==> src/hw/orsq_pkg.sv <==
// Purpose: Constants for the output regulation sequencer
// Assumes: 10 MHz ref_clk; register port at the device register offsets
// Notes:   Timing counts are derived from times in their own units
//
// Behaviour
// - Output target is 2.96 V plus 20 mV per step of a 10-bit code.
// - A 2-bit selector picks target ramp rate from 1 V/ms to 0.1 V/ms.
// - Upward target changes ramp at the selected rate, never step.
// - Input below base minus margin turns output off and restarts.
// - Downward target with sink enabled turns on sink until regulation.
// - Valid start conditions run a selectable 0 ms to 1 s start delay.
// - Soft start follows the delay; its duration ignores the voltage code.
// - Current limit is hardware maximum times a 7-bit percent code.
// - Current scale field stores any 7-bit value written.
// - Scale of zero reads back zero but applies one percent.
// - Scale above 100 reads back as written but applies 100 percent.
// - Current above scaled limit moves regulation to constant current.
// - Read-only flag: 0 constant voltage, 1 constant current.
// - Output below 3 V enters hiccup with output off for 3 s.
// - After hiccup go to restart; cycle while fault stays, until disabled.
// - 3-bit state code: restart, soft start, regulate, hiccup, light load.
package orsq_pkg;

  // ==========================================================
  // Register offsets
  localparam logic [7:0] ADDR_START  = 8'h0E;
  localparam logic [7:0] ADDR_MARGIN = 8'h0F;
  localparam logic [7:0] ADDR_SLEW   = 8'h10;
  localparam logic [7:0] ADDR_VLO    = 8'h13;
  localparam logic [7:0] ADDR_VHI    = 8'h14;
  localparam logic [7:0] ADDR_SCALE  = 8'h17;
  localparam logic [7:0] ADDR_BASE   = 8'h1A;
  localparam logic [7:0] ADDR_STATUS = 8'h20;

  // ==========================================================
  // Field positions
  localparam int SLEW_LSB   = 0;
  localparam int SINK_BIT   = 2;
  localparam int SS_LSB     = 0;
  localparam int DLY_LSB    = 2;
  localparam int CC_BIT     = 3;

  // ==========================================================
  // Reset values, clamps and thresholds
  localparam logic [9:0] VOUT_RST   = 10'h066;
  localparam logic [6:0] SCALE_RST  = 7'h64;
  localparam logic [7:0] BYTE_RST   = 8'h00;
  localparam logic [6:0] SCALE_MIN  = 7'h01;
  localparam logic [6:0] SCALE_MAX  = 7'h64;
  localparam logic [9:0] FAULT_CODE = 10'h002;
  localparam logic [9:0] FRAC_FULL  = 10'h3FF;

  // ==========================================================
  // Status codes
  localparam logic [2:0] ST_RST    = 3'h0;
  localparam logic [2:0] ST_SOFT   = 3'h1;
  localparam logic [2:0] ST_REG    = 3'h2;
  localparam logic [2:0] ST_HICCUP = 3'h3;
  localparam logic [2:0] ST_LLOFF  = 3'h4;

  // ==========================================================
  // Timing
  localparam int CLK_HZ    = 10_000_000;
  localparam int CYC_PER_US = CLK_HZ / 1_000_000;
  localparam int CYC_PER_MS = CLK_HZ / 1000;
  // Time per 20 mV step for 1, 0.5, 0.2 and 0.1 V/ms
  localparam int SLEW0_US = 20;
  localparam int SLEW1_US = 40;
  localparam int SLEW2_US = 100;
  localparam int SLEW3_US = 200;
  localparam logic [11:0] SLEW0_CYC = 12'(SLEW0_US * CYC_PER_US);
  localparam logic [11:0] SLEW1_CYC = 12'(SLEW1_US * CYC_PER_US);
  localparam logic [11:0] SLEW2_CYC = 12'(SLEW2_US * CYC_PER_US);
  localparam logic [11:0] SLEW3_CYC = 12'(SLEW3_US * CYC_PER_US);
  // Soft start durations, spread over 1024 fraction steps
  localparam int SS0_MS = 1;
  localparam int SS1_MS = 2;
  localparam int SS2_MS = 4;
  localparam int SS3_MS = 8;
  localparam logic [11:0] SS0_CYC = 12'((SS0_MS * CYC_PER_MS + 1023) / 1024);
  localparam logic [11:0] SS1_CYC = 12'((SS1_MS * CYC_PER_MS + 1023) / 1024);
  localparam logic [11:0] SS2_CYC = 12'((SS2_MS * CYC_PER_MS + 1023) / 1024);
  localparam logic [11:0] SS3_CYC = 12'((SS3_MS * CYC_PER_MS + 1023) / 1024);
  // Start delay choices and hiccup time
  localparam int DLY1_MS   = 10;
  localparam int DLY2_MS   = 100;
  localparam int DLY3_MS   = 1000;
  localparam int HICCUP_MS = 3000;
  localparam int DLY1_CYC   = DLY1_MS * CYC_PER_MS;
  localparam int DLY2_CYC   = DLY2_MS * CYC_PER_MS;
  localparam int DLY3_CYC   = DLY3_MS * CYC_PER_MS;
  localparam int HICCUP_CYC = HICCUP_MS * CYC_PER_MS;

  typedef enum logic [2:0] {
    ORSQ_OFF, ORSQ_RESTART, ORSQ_SOFT, ORSQ_REG, ORSQ_HICCUP, ORSQ_LLOFF
  } orsq_state_t;

endpackage

==> src/hw/orsq_sequencer.sv <==
// Purpose: Output regulation sequencer for a buck-boost power stage
// Assumes: Sense inputs come from the analogue side, asynchronous
// Notes:   Long timers are parameters so simulation can shorten them
`timescale 1ns/1ps
module orsq_sequencer
#(
  parameter int DLY1_CYCLES   = orsq_pkg::DLY1_CYC,
  parameter int DLY2_CYCLES   = orsq_pkg::DLY2_CYC,
  parameter int DLY3_CYCLES   = orsq_pkg::DLY3_CYC,
  parameter int HICCUP_CYCLES = orsq_pkg::HICCUP_CYC
)
(
  input  wire logic       ref_clk,
  input  wire logic       reset,
  input  wire logic [7:0] regAddr,
  input  wire logic [7:0] regWrData,
  input  wire logic       regWrEn,
  input  wire logic       regRdEn,
  output logic      [7:0] regRdData,
  input  wire logic       convEnable,
  input  wire logic [7:0] vinSense,
  input  wire logic [9:0] voutSense,
  input  wire logic       outputLimitSense,
  input  wire logic       lightLoadSense,
  output logic            outputEnable,
  output logic      [9:0] targetCode,
  output logic      [6:0] effectiveScalePct,
  output logic            dischargeSinkEnable,
  output logic            currentRegulationFlag,
  output logic      [2:0] stateCode
);

  // ==========================================================
  // Helpers
  function automatic logic [6:0] applyScale(input logic [6:0] v);
    if (v == 7'h00)
      return orsq_pkg::SCALE_MIN;
    else if (v > orsq_pkg::SCALE_MAX)
      return orsq_pkg::SCALE_MAX;
    else
      return v;
  endfunction

  // ==========================================================
  // Input synchronisers
  logic [7:0] vinS1, vinS;
  logic [9:0] voutS1, voutS;
  logic       limS1, limS, llS1, llS, onS1, onS;

  always_ff @(posedge ref_clk)
  begin
    vinS1  <= vinSense;
    vinS   <= vinS1;
    voutS1 <= voutSense;
    voutS  <= voutS1;
    limS1  <= outputLimitSense;
    limS   <= limS1;
    llS1   <= lightLoadSense;
    llS    <= llS1;
    onS1   <= convEnable;
    onS    <= onS1;
  end

  // ==========================================================
  // Register file
  logic [9:0] setpoint_r, setpoint_nxt;
  logic [6:0] scale_r, scale_nxt;
  logic [7:0] start_r, start_nxt, slew_r, slew_nxt;
  logic [7:0] margin_r, margin_nxt, base_r, base_nxt;

  always_comb
  begin
    setpoint_nxt = setpoint_r;
    scale_nxt    = scale_r;
    start_nxt    = start_r;
    slew_nxt     = slew_r;
    margin_nxt   = margin_r;
    base_nxt     = base_r;
    if (regWrEn)
    begin
      unique case (regAddr)
        orsq_pkg::ADDR_VLO:    setpoint_nxt[7:0] = regWrData;
        orsq_pkg::ADDR_VHI:    setpoint_nxt[9:8] = regWrData[1:0];
        orsq_pkg::ADDR_SCALE:  scale_nxt = regWrData[6:0];
        orsq_pkg::ADDR_START:  start_nxt = regWrData;
        orsq_pkg::ADDR_SLEW:   slew_nxt = regWrData;
        orsq_pkg::ADDR_MARGIN: margin_nxt = regWrData;
        orsq_pkg::ADDR_BASE:   base_nxt = regWrData;
        default:               setpoint_nxt = setpoint_r;
      endcase
    end
  end

  always_ff @(posedge ref_clk)
  begin
    if (reset)
    begin
      setpoint_r <= orsq_pkg::VOUT_RST;
      scale_r    <= orsq_pkg::SCALE_RST;
      start_r    <= orsq_pkg::BYTE_RST;
      slew_r     <= orsq_pkg::BYTE_RST;
      margin_r   <= orsq_pkg::BYTE_RST;
      base_r     <= orsq_pkg::BYTE_RST;
    end
    else
    begin
      setpoint_r <= setpoint_nxt;
      scale_r    <= scale_nxt;
      start_r    <= start_nxt;
      slew_r     <= slew_nxt;
      margin_r   <= margin_nxt;
      base_r     <= base_nxt;
    end
  end

  logic [1:0] slewSel, ssSel, dlySel;
  logic       sinkEn;
  assign slewSel = slew_r[orsq_pkg::SLEW_LSB +: 2];
  assign sinkEn  = slew_r[orsq_pkg::SINK_BIT];
  assign ssSel   = start_r[orsq_pkg::SS_LSB +: 2];
  assign dlySel  = start_r[orsq_pkg::DLY_LSB +: 2];

  // Threshold clamps at zero so a large margin never wraps to a high trip
  logic underVolt;
  assign underVolt = ({1'b0, vinS} + {1'b0, margin_r}) < {1'b0, base_r};

  // ==========================================================
  // Rate dividers
  logic [11:0] slewPeriod, ssPeriod;
  logic [25:0] dlyTarget;
  logic        slewTick, ssTick;
  localparam orsq_pkg::orsq_state_t ORSQ_OFF     = orsq_pkg::ORSQ_OFF,
                                    ORSQ_RESTART = orsq_pkg::ORSQ_RESTART,
                                    ORSQ_SOFT    = orsq_pkg::ORSQ_SOFT,
                                    ORSQ_REG     = orsq_pkg::ORSQ_REG,
                                    ORSQ_HICCUP  = orsq_pkg::ORSQ_HICCUP,
                                    ORSQ_LLOFF   = orsq_pkg::ORSQ_LLOFF;
  orsq_pkg::orsq_state_t state_r, state_nxt;
  logic [9:0]  ramp_r, ramp_nxt;

  always_comb
  begin
    unique case (slewSel)
      2'h0: slewPeriod = orsq_pkg::SLEW0_CYC;
      2'h1: slewPeriod = orsq_pkg::SLEW1_CYC;
      2'h2: slewPeriod = orsq_pkg::SLEW2_CYC;
      2'h3: slewPeriod = orsq_pkg::SLEW3_CYC;
    endcase
    unique case (ssSel)
      2'h0: ssPeriod = orsq_pkg::SS0_CYC;
      2'h1: ssPeriod = orsq_pkg::SS1_CYC;
      2'h2: ssPeriod = orsq_pkg::SS2_CYC;
      2'h3: ssPeriod = orsq_pkg::SS3_CYC;
    endcase
    unique case (dlySel)
      2'h0: dlyTarget = 26'h0000000;
      2'h1: dlyTarget = 26'(DLY1_CYCLES);
      2'h2: dlyTarget = 26'(DLY2_CYCLES);
      2'h3: dlyTarget = 26'(DLY3_CYCLES);
    endcase
  end

  orsq_tick slewDiv
  (
    .ref_clk (ref_clk),
    .reset   (reset),
    .clear   (state_r != ORSQ_REG || setpoint_r <= ramp_r),
    .period  (slewPeriod),
    .tick    (slewTick)
  );

  orsq_tick ssDiv
  (
    .ref_clk (ref_clk),
    .reset   (reset),
    .clear   (state_r != ORSQ_SOFT),
    .period  (ssPeriod),
    .tick    (ssTick)
  );

  // ==========================================================
  // Operating state machine
  logic [25:0] timer_r, timer_nxt;
  logic [9:0]  frac_r, frac_nxt;

  always_comb
  begin
    state_nxt = state_r;
    timer_nxt = timer_r;
    frac_nxt  = frac_r;
    if (!onS)
    begin
      state_nxt = ORSQ_OFF;
      timer_nxt = 26'h0000000;
      frac_nxt  = 10'h000;
    end
    else if (underVolt && state_r != ORSQ_LLOFF)
    begin
      state_nxt = ORSQ_RESTART;
      timer_nxt = 26'h0000000;
      frac_nxt  = 10'h000;
    end
    else
    begin
      unique case (state_r)
        ORSQ_OFF:
          state_nxt = ORSQ_RESTART;
        ORSQ_RESTART:
          if (timer_r >= dlyTarget)
          begin
            state_nxt = ORSQ_SOFT;
            timer_nxt = 26'h0000000;
            frac_nxt  = 10'h000;
          end
          else
            timer_nxt = timer_r + 26'h0000001;
        ORSQ_SOFT:
          if (ssTick)
          begin
            if (frac_r == orsq_pkg::FRAC_FULL)
              state_nxt = ORSQ_REG;
            else
              frac_nxt = frac_r + 10'h001;
          end
        ORSQ_REG:
          if (voutS < orsq_pkg::FAULT_CODE)
          begin
            state_nxt = ORSQ_HICCUP;
            timer_nxt = 26'h0000000;
          end
          else if (llS)
            state_nxt = ORSQ_LLOFF;
        ORSQ_HICCUP:
          if (timer_r >= 26'(HICCUP_CYCLES - 1))
          begin
            state_nxt = ORSQ_RESTART;
            timer_nxt = 26'h0000000;
          end
          else
            timer_nxt = timer_r + 26'h0000001;
        ORSQ_LLOFF:
          state_nxt = ORSQ_LLOFF;
      endcase
    end
  end

  // ==========================================================
  // Target ramp, sink and outputs
  logic [20:0] ssProd;
  logic        sink_r, sink_nxt;
  logic        cc_nxt, oe_nxt;
  logic [2:0]  code_nxt;

  // Soft start scales the code by elapsed fraction, so time is code-free
  assign ssProd = 21'(setpoint_r) * 21'({1'b0, frac_r} + 11'h001);

  always_comb
  begin
    ramp_nxt = 10'h000;
    sink_nxt = 1'b0;
    if (state_nxt == ORSQ_SOFT)
      ramp_nxt = ssProd[19:10];
    else if (state_nxt == ORSQ_REG)
    begin
      ramp_nxt = (state_r == ORSQ_REG) ? ramp_r : setpoint_r;
      if (state_r == ORSQ_REG && setpoint_r > ramp_r && slewTick)
        ramp_nxt = ramp_r + 10'h001;
      else if (state_r == ORSQ_REG && setpoint_r < ramp_r)
        ramp_nxt = setpoint_r;
      // Set wins over release when a new downward step lands
      if (state_r == ORSQ_REG && setpoint_r < ramp_r && sinkEn)
        sink_nxt = 1'b1;
      else if (sink_r && voutS > ramp_r)
        sink_nxt = 1'b1;
    end
    oe_nxt = state_nxt == ORSQ_SOFT || state_nxt == ORSQ_REG;
    cc_nxt = state_nxt == ORSQ_REG && limS;
    unique case (state_nxt)
      ORSQ_SOFT:   code_nxt = orsq_pkg::ST_SOFT;
      ORSQ_REG:    code_nxt = orsq_pkg::ST_REG;
      ORSQ_HICCUP: code_nxt = orsq_pkg::ST_HICCUP;
      ORSQ_LLOFF:  code_nxt = orsq_pkg::ST_LLOFF;
      default:     code_nxt = orsq_pkg::ST_RST;
    endcase
  end

  always_ff @(posedge ref_clk)
  begin
    if (reset)
    begin
      state_r               <= ORSQ_OFF;
      timer_r               <= 26'h0000000;
      frac_r                <= 10'h000;
      ramp_r                <= 10'h000;
      sink_r                <= 1'b0;
      outputEnable          <= 1'b0;
      currentRegulationFlag <= 1'b0;
      stateCode             <= orsq_pkg::ST_RST;
      effectiveScalePct     <= orsq_pkg::SCALE_RST;
    end
    else
    begin
      state_r               <= state_nxt;
      timer_r               <= timer_nxt;
      frac_r                <= frac_nxt;
      ramp_r                <= ramp_nxt;
      sink_r                <= sink_nxt;
      outputEnable          <= oe_nxt;
      currentRegulationFlag <= cc_nxt;
      stateCode             <= code_nxt;
      effectiveScalePct     <= applyScale(scale_r);
    end
  end

  assign targetCode          = ramp_r;
  assign dischargeSinkEnable = sink_r;

  // ==========================================================
  // Register read port
  always_ff @(posedge ref_clk)
  begin
    if (reset)
      regRdData <= 8'h00;
    else if (regRdEn)
    begin
      unique case (regAddr)
        orsq_pkg::ADDR_VLO:    regRdData <= setpoint_r[7:0];
        orsq_pkg::ADDR_VHI:    regRdData <= {6'h00, setpoint_r[9:8]};
        orsq_pkg::ADDR_SCALE:  regRdData <= {1'b0, scale_r};
        orsq_pkg::ADDR_START:  regRdData <= start_r;
        orsq_pkg::ADDR_SLEW:   regRdData <= slew_r;
        orsq_pkg::ADDR_MARGIN: regRdData <= margin_r;
        orsq_pkg::ADDR_BASE:   regRdData <= base_r;
        orsq_pkg::ADDR_STATUS:
          regRdData <= {4'h0, currentRegulationFlag, stateCode};
        default:               regRdData <= 8'h00;
      endcase
    end
  end
endmodule

==> src/hw/orsq_tick.sv <==
// Purpose: Programmable period divider giving one-cycle enable pulses
// Assumes: period of at least one cycle
// Notes:   Clear restarts a full period so the first tick is never early
`timescale 1ns/1ps
module orsq_tick
(
  input  wire logic        ref_clk,
  input  wire logic        reset,
  input  wire logic        clear,
  input  wire logic [11:0] period,
  output logic             tick
);

  logic [11:0] count_r;
  logic [11:0] count_nxt;
  logic        tick_nxt;

  // ==========================================================
  // Down counter
  always_comb
  begin
    count_nxt = count_r - 12'h001;
    tick_nxt  = 1'b0;
    if (clear)
    begin
      count_nxt = period - 12'h001;
    end
    else if (count_r == 12'h000)
    begin
      count_nxt = period - 12'h001;
      tick_nxt  = 1'b1;
    end
  end

  always_ff @(posedge ref_clk)
  begin
    if (reset)
    begin
      count_r <= 12'h000;
      tick    <= 1'b0;
    end
    else
    begin
      count_r <= count_nxt;
      tick    <= tick_nxt;
    end
  end

endmodule

==> config.mk <==
export PLATFORM = sky130hd
export DESIGN_NAME = orsq_sequencer
export DESIGN_NICKNAME = d
export VERILOG_FILES = /design/src/hw/orsq_pkg.sv /design/src/hw/orsq_sequencer.sv /design/src/hw/orsq_tick.sv
export SDC_FILE = /design/constraint.sdc
export NUM_CORES = 1
export LEC_CHECK = 0
export ABC_AREA = 1
export BUFFER_PORTS_ARGS = -buffer_cell sky130_fd_sc_hd__buf_2
export CAP_MARGIN = 30
export CORE_MARGIN = 2
export CORE_UTILIZATION = 65
export DETAILED_ROUTE_END_ITERATION = 16
export PLACE_DENSITY = 0.9
export SYNTH_ARGS = -nofsm -noshare
export SYNTH_HDL_FRONTEND = slang
export SYNTH_SLANG_ARGS = --single-unit
==> constraint.sdc <==
create_clock -name ref_clk -period 16.5 [get_ports ref_clk]
set_input_delay 1.65 -clock ref_clk [delete_from_list [all_inputs] [get_ports ref_clk]]
set_output_delay 1.65 -clock ref_clk [all_outputs]
set_load 0.03 [all_outputs]
======== Yosys cells after proc, flatten, opt, wreduce, memory -nomap -nowiden ========
Cells that the tools add are included.
operators by class
  add/sub/neg operators ................... 9
  multiply operators ...................... 1
  magnitude comparators ................... 9
  eq/ne operators ......................... 35
  multiplexer cells ....................... 37
  bitwise operators ....................... 2
  reductions and logical operators ........ 32
operator list
  operator                                                count
  case mux 26 bit (4 select lines)                        1
  case mux 12 bit (4 select lines)                        2
  2-to-1 mux 10 bit                                       8
  2-to-1 mux 26 bit                                       3
  case mux 26 bit (3 select lines)                        1
  case mux 8 bit (8 select lines)                         1
  2-to-1 mux 12 bit                                       4
  subtractor 12 x 1 -> 12 bit (second input constant)     4
  equality test 8 x 5 -> 1 bit (second input constant)    5
  adder 26 x 1 -> 26 bit (second input constant)          1
  >= comparator 26 x 25 -> 1 bit (second input constant)  1
  >= comparator 26 bit                                    1
  zero test 12 bit                                        2
  2-to-1 mux 3 bit                                        8
  adder 10 x 1 -> 10 bit (second input constant)          2
  > comparator 10 bit                                     2
  multiplier 10 x 11 -> 20 bit                            1
  case mux 10 bit (2 select lines)                        1
  case mux 3 bit (6 select lines)                         1
  equality test 8 x 4 -> 1 bit (second input constant)    2
  AND reduction 2 bit                                     8
  2-to-1 mux 7 bit                                        2
  equality test 2 bit (second input constant)             6
  equality test 3 x 2 -> 1 bit (second input constant)    4
  30 further kinds                                        54
storage, ports and cells
  register bits after elaboration ......... 187
  input port bits ......................... 41
  output and inout bits ................... 31
  logic and storage cells ................. 157

======== Logic depth before layout (Yosys ltp) ========
  word-level depth ........................ 10
  mapped depth ............................ 34
  gate-level depth less buffers ........... 33

======== Modules after synthesis ========
Synthesis repeated with hierarchy kept, for this count alone.
second synthesis, totals
  cells, all modules ...................... 1960
  area total of the unflattened synthesis .. 14013.4 µm²
by module, submodules not included
  module               times used  cells an instance  area an instance (µm²)  sequential area each (µm²)
  orsq_sequencer       1           1650               12056.6                 3223.1
  orsq_tick (ssDiv)    1           156                988.4                   260.2
  orsq_tick (slewDiv)  1           154                968.4                   260.2

======== Worst setup path before layout ========
No wires, ideal clock.
  kind .................................... reg2reg
  from .................................... register frac_r[1]
  to ...................................... register ramp_r[9] (netlist: targetCode[9])
  library setup time ...................... 112 ps
  data arrival time ....................... 5496 ps
  required time ........................... 16388 ps
  slack ................................... 10891 ps
  cell stages (with the launch flop) ...... 28
  buffers on the path ..................... 0
  period minus slack after synthesis ...... 5609 ps
  cell sequence ........................... dfxtp_1 > ha_1 > nand2_2 > inv_2 > nand3_4 > nor3_1 > xor2_1 > nand2_1 > fa_1 > inv_1 > fa_1 > fa_1 > fa_1 > inv_1 > fa_1 > inv_1 > ha_1 > nand2_1 > nor2_1 > nand4_1 > or2_2 > nand3_1 > nand3b_1 > nand2_1 > nand3_2 > nand2_1 > nor2_1 > nor2_2
between the ends
  longest elaborated chain between the ends .. 9
  elaborated cells on any way between the ends .. 13
  classes of those cells .................. add/sub (1); mul (1); eq/ne (4); mux (7)
RTL lines
  element                                                               RTL line               text
  start: declaration                                                    orsq_sequencer.sv:184  logic [9:0] frac_r, frac_nxt;
  start signal: assignment                                              orsq_sequencer.sv:305  frac_r <= frac_nxt;
  branches (longest 9 deep; another with multiplier 10 x 11 -> 20 bit)  --
  end signal: assignment                                                orsq_sequencer.sv:306  ramp_r <= ramp_nxt;
  end: declaration                                                      orsq_sequencer.sv:139  logic [9:0] ramp_r, ramp_nxt;
Several ways; the timed one is not identified.
A chain may end at the register's enable or synchronous reset.

======== Final worst setup path ========
  from .................................... register frac_r[0]
  to ...................................... register ramp_r[9] (netlist: targetCode[9])
The elaborated chain is that of the path after synthesis.

==> run_results.csv <==
group,metric,value,unit
critical_path,crit-reg2reg-capture,"targetCode[9]$_SDFFE_PP0P_",
sta,slew_headroom,0.312,
sta,fin_crit_sh,0.385,
floorplanning,start_util,0.660,
run_status,outcome,"complete, no violations",
yosys,synthCells,1783,
drt,drt_first_pass_iters,6,
critical_path,rrSetupSlack,10150,ps
flow_run,max_cap_violations,0,
sta,worstMarginPinSlew,1030,ps
grt,grt_pass1_wl,56.2,mm
sta,tns,0,ps
critical_path,rr_worst_depth,27,
final_layout,finalNetCount,2062,
yosys,ys_ff_latch,187,
drt,vias,12300,
final_layout,multi_input_area,8310,um^2
power,power,0.975,mW
final_layout,finalNonFillerCells,2117,
drt,drtIter0Drc,1268,
worst_hold_path,min_to,"onS$_DFF_P_",
yosys,synth_nets,2011,
floorplanning,rows,52,
yosys,yosysSeqAreaShare,0.282,
clock_network,clk_path_buf_depth,2,
clock_network,htreeDepth,4,
sta,drv_slew,0,
clock_network,cts_tree,"done",
final_layout,fillCellCount,1471,
final_layout,antenna_cells,0,
clock_network,ctsHoldBuffers,0,
critical_path,r2r-start,"frac_r[0]$_SDFFE_PP0P_",
clock_network,clk_pin_slew,80,ps
power,switching_share,0.276,
sta,hold_violations,0,
worst_hold_path,min_path_type,"flop to flop",
power,static-leakage-power,6.98,nW
clock_network,postCtsSetupRepairBufs,0,
placement,numPlacedInstances,2085,
power,seqPwrFrac,0.476,
power,combPwrFrac,0.084,
drt,drt_wl_total,34.1,mm
grt,gr-total-overflow,0,
clock_network,cts.sinks,187,
yosys,synth_area_per_cell,7.44,um^2
critical_path,startpoint,"frac_r[0]$_SDFFE_PP0P_",
sta,finalSetupViolations,0,
yosys,ys_warn_count,0,
yosys,yosysUniqueCellTypes,54,
clock_network,cts_buffers,17,
grt,grt_max_degree,67,
yosys,synth_edf_count,0,
final_layout,ff_latch_area,3740,um^2
critical_path,crit_path_end_kind,"flop",
power,power.internal,0.706,mW
power,power_density,67.8,nW/um^2
drt,drcViolationCount,0,
placement,dpl.hpwl,26.0,mm
power,peakVddDrop,0.0000726,V
drt,ant_nets,0,
final_layout,syn2layout_area_growth,8.44,%
critical_path,arrival,6690,ps
floorplanning,die_x,147,um
floorplanning,ios,72,
drt,via_per_inst,5.82,
critical_path,start_kind,"flop",
critical_path,path_class,"flop to flop",
grt,antenna_found_initial,1,
sta,max_freq,157,MHz
worst_hold_path,whs_path_depth,0,
power,netSwitchingPower,0.269,mW
placement,numPortBuffers,71,
final_layout,drive_gt1_frac,0.107,
worst_hold_path,min_from,"onS1$_DFF_P_",
grt,grt_pass1_vias,12000,
critical_path,required,16840,ps
grt,grt_usage,0.319,
sta,whs,321,ps
floorplanning,core_area,20100,um^2
clock_network,clk_latency,440,ps
floorplanning,dieArea,21600,um^2
sta,fin_crit,6350,ps
clock_network,cts_resized,0,
sta,clock_skew,13.6,ps
sta,rsz0062_at_grt,"no",
yosys,mappedNetlistArea,13300,um^2
clock_network,cts-root-buf,"clkbuf_16",
drt,wl_per_cell,16.1,um
yosys,synthFlopType,"dfxtp_1",
placement,gp_congestion,0.935,
placement,place_area,13800,um^2
yosys,async_flop_share,0,
critical_path,critPathMaxFanout,10,
floorplanning,fp.dieH,147,um
final_layout,final_area,14400,um^2
power,pwr-share-clk,0.440,
[worst max-delay path: stages (launching register included)]
cell      delay [ps]
dfxtp_1          500
ha_1             240
nand2_2           70
inv_2             80
nand3_4           80
nor2_4           140
xor2_1           480
inv_1            240
nor2_1           170
fa_1             450
fa_1             470
fa_1             540
fa_1             550
inv_1             50
fa_1             520
inv_1             40
ha_1             330
nand2_1          110
nor2_1           260
nand4_1          120
or2_2            280
nand3_1          100
nand3b_1         110
nand2_1           60
nand3_2           60
nand2_1           50
nor2_1           110
nor2_2            40
[through the flow]
step | util | setup WS (ps)
2_1_floorplan | - | 10890
6_report | 0.716 | 10150
5_1_grt | 0.716 | 9580
4_1_cts | 0.716 | 10190
3_5_place_dp | 0.685 | 10210
3_3_place_gp | 0.685 | 10360
[kinds of logic after synthesis]
family	after synthesis	synth area share
XOR/XNOR	44	0.0290
flip-flops	187	0.282
AND/OR/NAND/NOR	788	0.269
AO/OA/AOI/OAI	266	0.112
adder cells (fa/ha/maj)	187	0.215
buffers and inverters	310	0.0916
multiplexers	1	0.000755
[layout make-up]
class / count / area share
inverters: 269 / 0.0702
multi-input cells: 1286 / 0.577
repair buffers: 73 / 0.0257
clock inverters: 14 / 0.0130
well taps: 270 / 0.0235
clock buffers: 18 / 0.0298
flip-flops and latches: 187 / 0.260
[cells in the final DEF (no fill, tap or decap), drive strengths merged, types with 7 or more instances in the layout]
cell type / n
clkinv: 9
clkbuf: 18
nand3: 96
buf: 73
inv: 272
xor2: 34
xnor2: 10
nor3: 30
ha: 118
fa: 69
a211oi: 9
o21ai: 91
a21oi: 119
o22ai: 9
a31oi: 7
nand2: 360
nor2: 251
nand4: 31
dfxtp: 187
[flip-flops by register name, indices dropped and copies added (netlist names), 3 cells and up]
| register | cells |
|---|---|
| vinS1 | 8 |
| frac_r | 10 |
| slewDiv.count_r | 12 |
| voutS1 | 10 |
| vinS | 8 |
| stateCode | 3 |
| start_r | 8 |
| ssDiv.count_r | 12 |
| scale_r | 7 |
| voutS | 10 |
| targetCode | 10 |
| timer_r | 26 |
| margin_r | 8 |
| regRdData | 8 |
| state_r | 3 |
| base_r | 8 |
| effectiveScalePct | 7 |
| slew_r | 8 |
| setpoint_r | 10 |
[Yosys cell counts (10+ instances only)]
| cell | instances | area (um^2) |
|---|---|---|
| a21oi_1 | 115 | 576 |
| clkbuf_1 | 26 | 97.6 |
| dfxtp_1 | 187 | 3740 |
| fa_1 | 69 | 1380 |
| ha_1 | 118 | 1480 |
| inv_1 | 246 | 923 |
| inv_2 | 18 | 67.6 |
| nand2_1 | 347 | 1300 |
| nand3_1 | 83 | 415 |
| nand4_1 | 27 | 169 |
| nor2_1 | 220 | 826 |
| nor2_2 | 26 | 163 |
| nor3_1 | 26 | 130 |
| o21ai_0 | 86 | 430 |
| xnor2_1 | 10 | 87.6 |
| xor2_1 | 34 | 298 |
[power groups by stage]
stage | Clock [mW] | Sequential (mW) | Combinational [mW]
2_1_floorplan | 0 | 0.474 | 0.0572
3_3_place_gp | 0 | 0.475 | 0.0766
3_5_place_dp | 0 | 0.475 | 0.0799
4_1_cts | 0.433 | 0.464 | 0.0806
5_1_grt | 0.449 | 0.465 | 0.0905
6_report | 0.429 | 0.465 | 0.0817
[routing by layer]
metal  GRT usage  part of all wire
met3      0.0624             0.084
met1       0.390              0.39
met2       0.539              0.48
met4       0.161             0.043
met5           0                 0
[worst max-delay path by stage]
stage          cells after the start  slack [ps]                         end
2_1_floorplan                     27       10890  targetCode[9]$_SDFFE_PP0P_
3_3_place_gp                      27       10360  targetCode[9]$_SDFFE_PP0P_
3_5_place_dp                      27       10210  targetCode[9]$_SDFFE_PP0P_
4_1_cts                           27       10190  targetCode[9]$_SDFFE_PP0P_
5_1_grt                           27        9580  targetCode[9]$_SDFFE_PP0P_
6_report                          27       10150  targetCode[9]$_SDFFE_PP0P_
No activity file was read; power rests on OpenSTA's default activity.
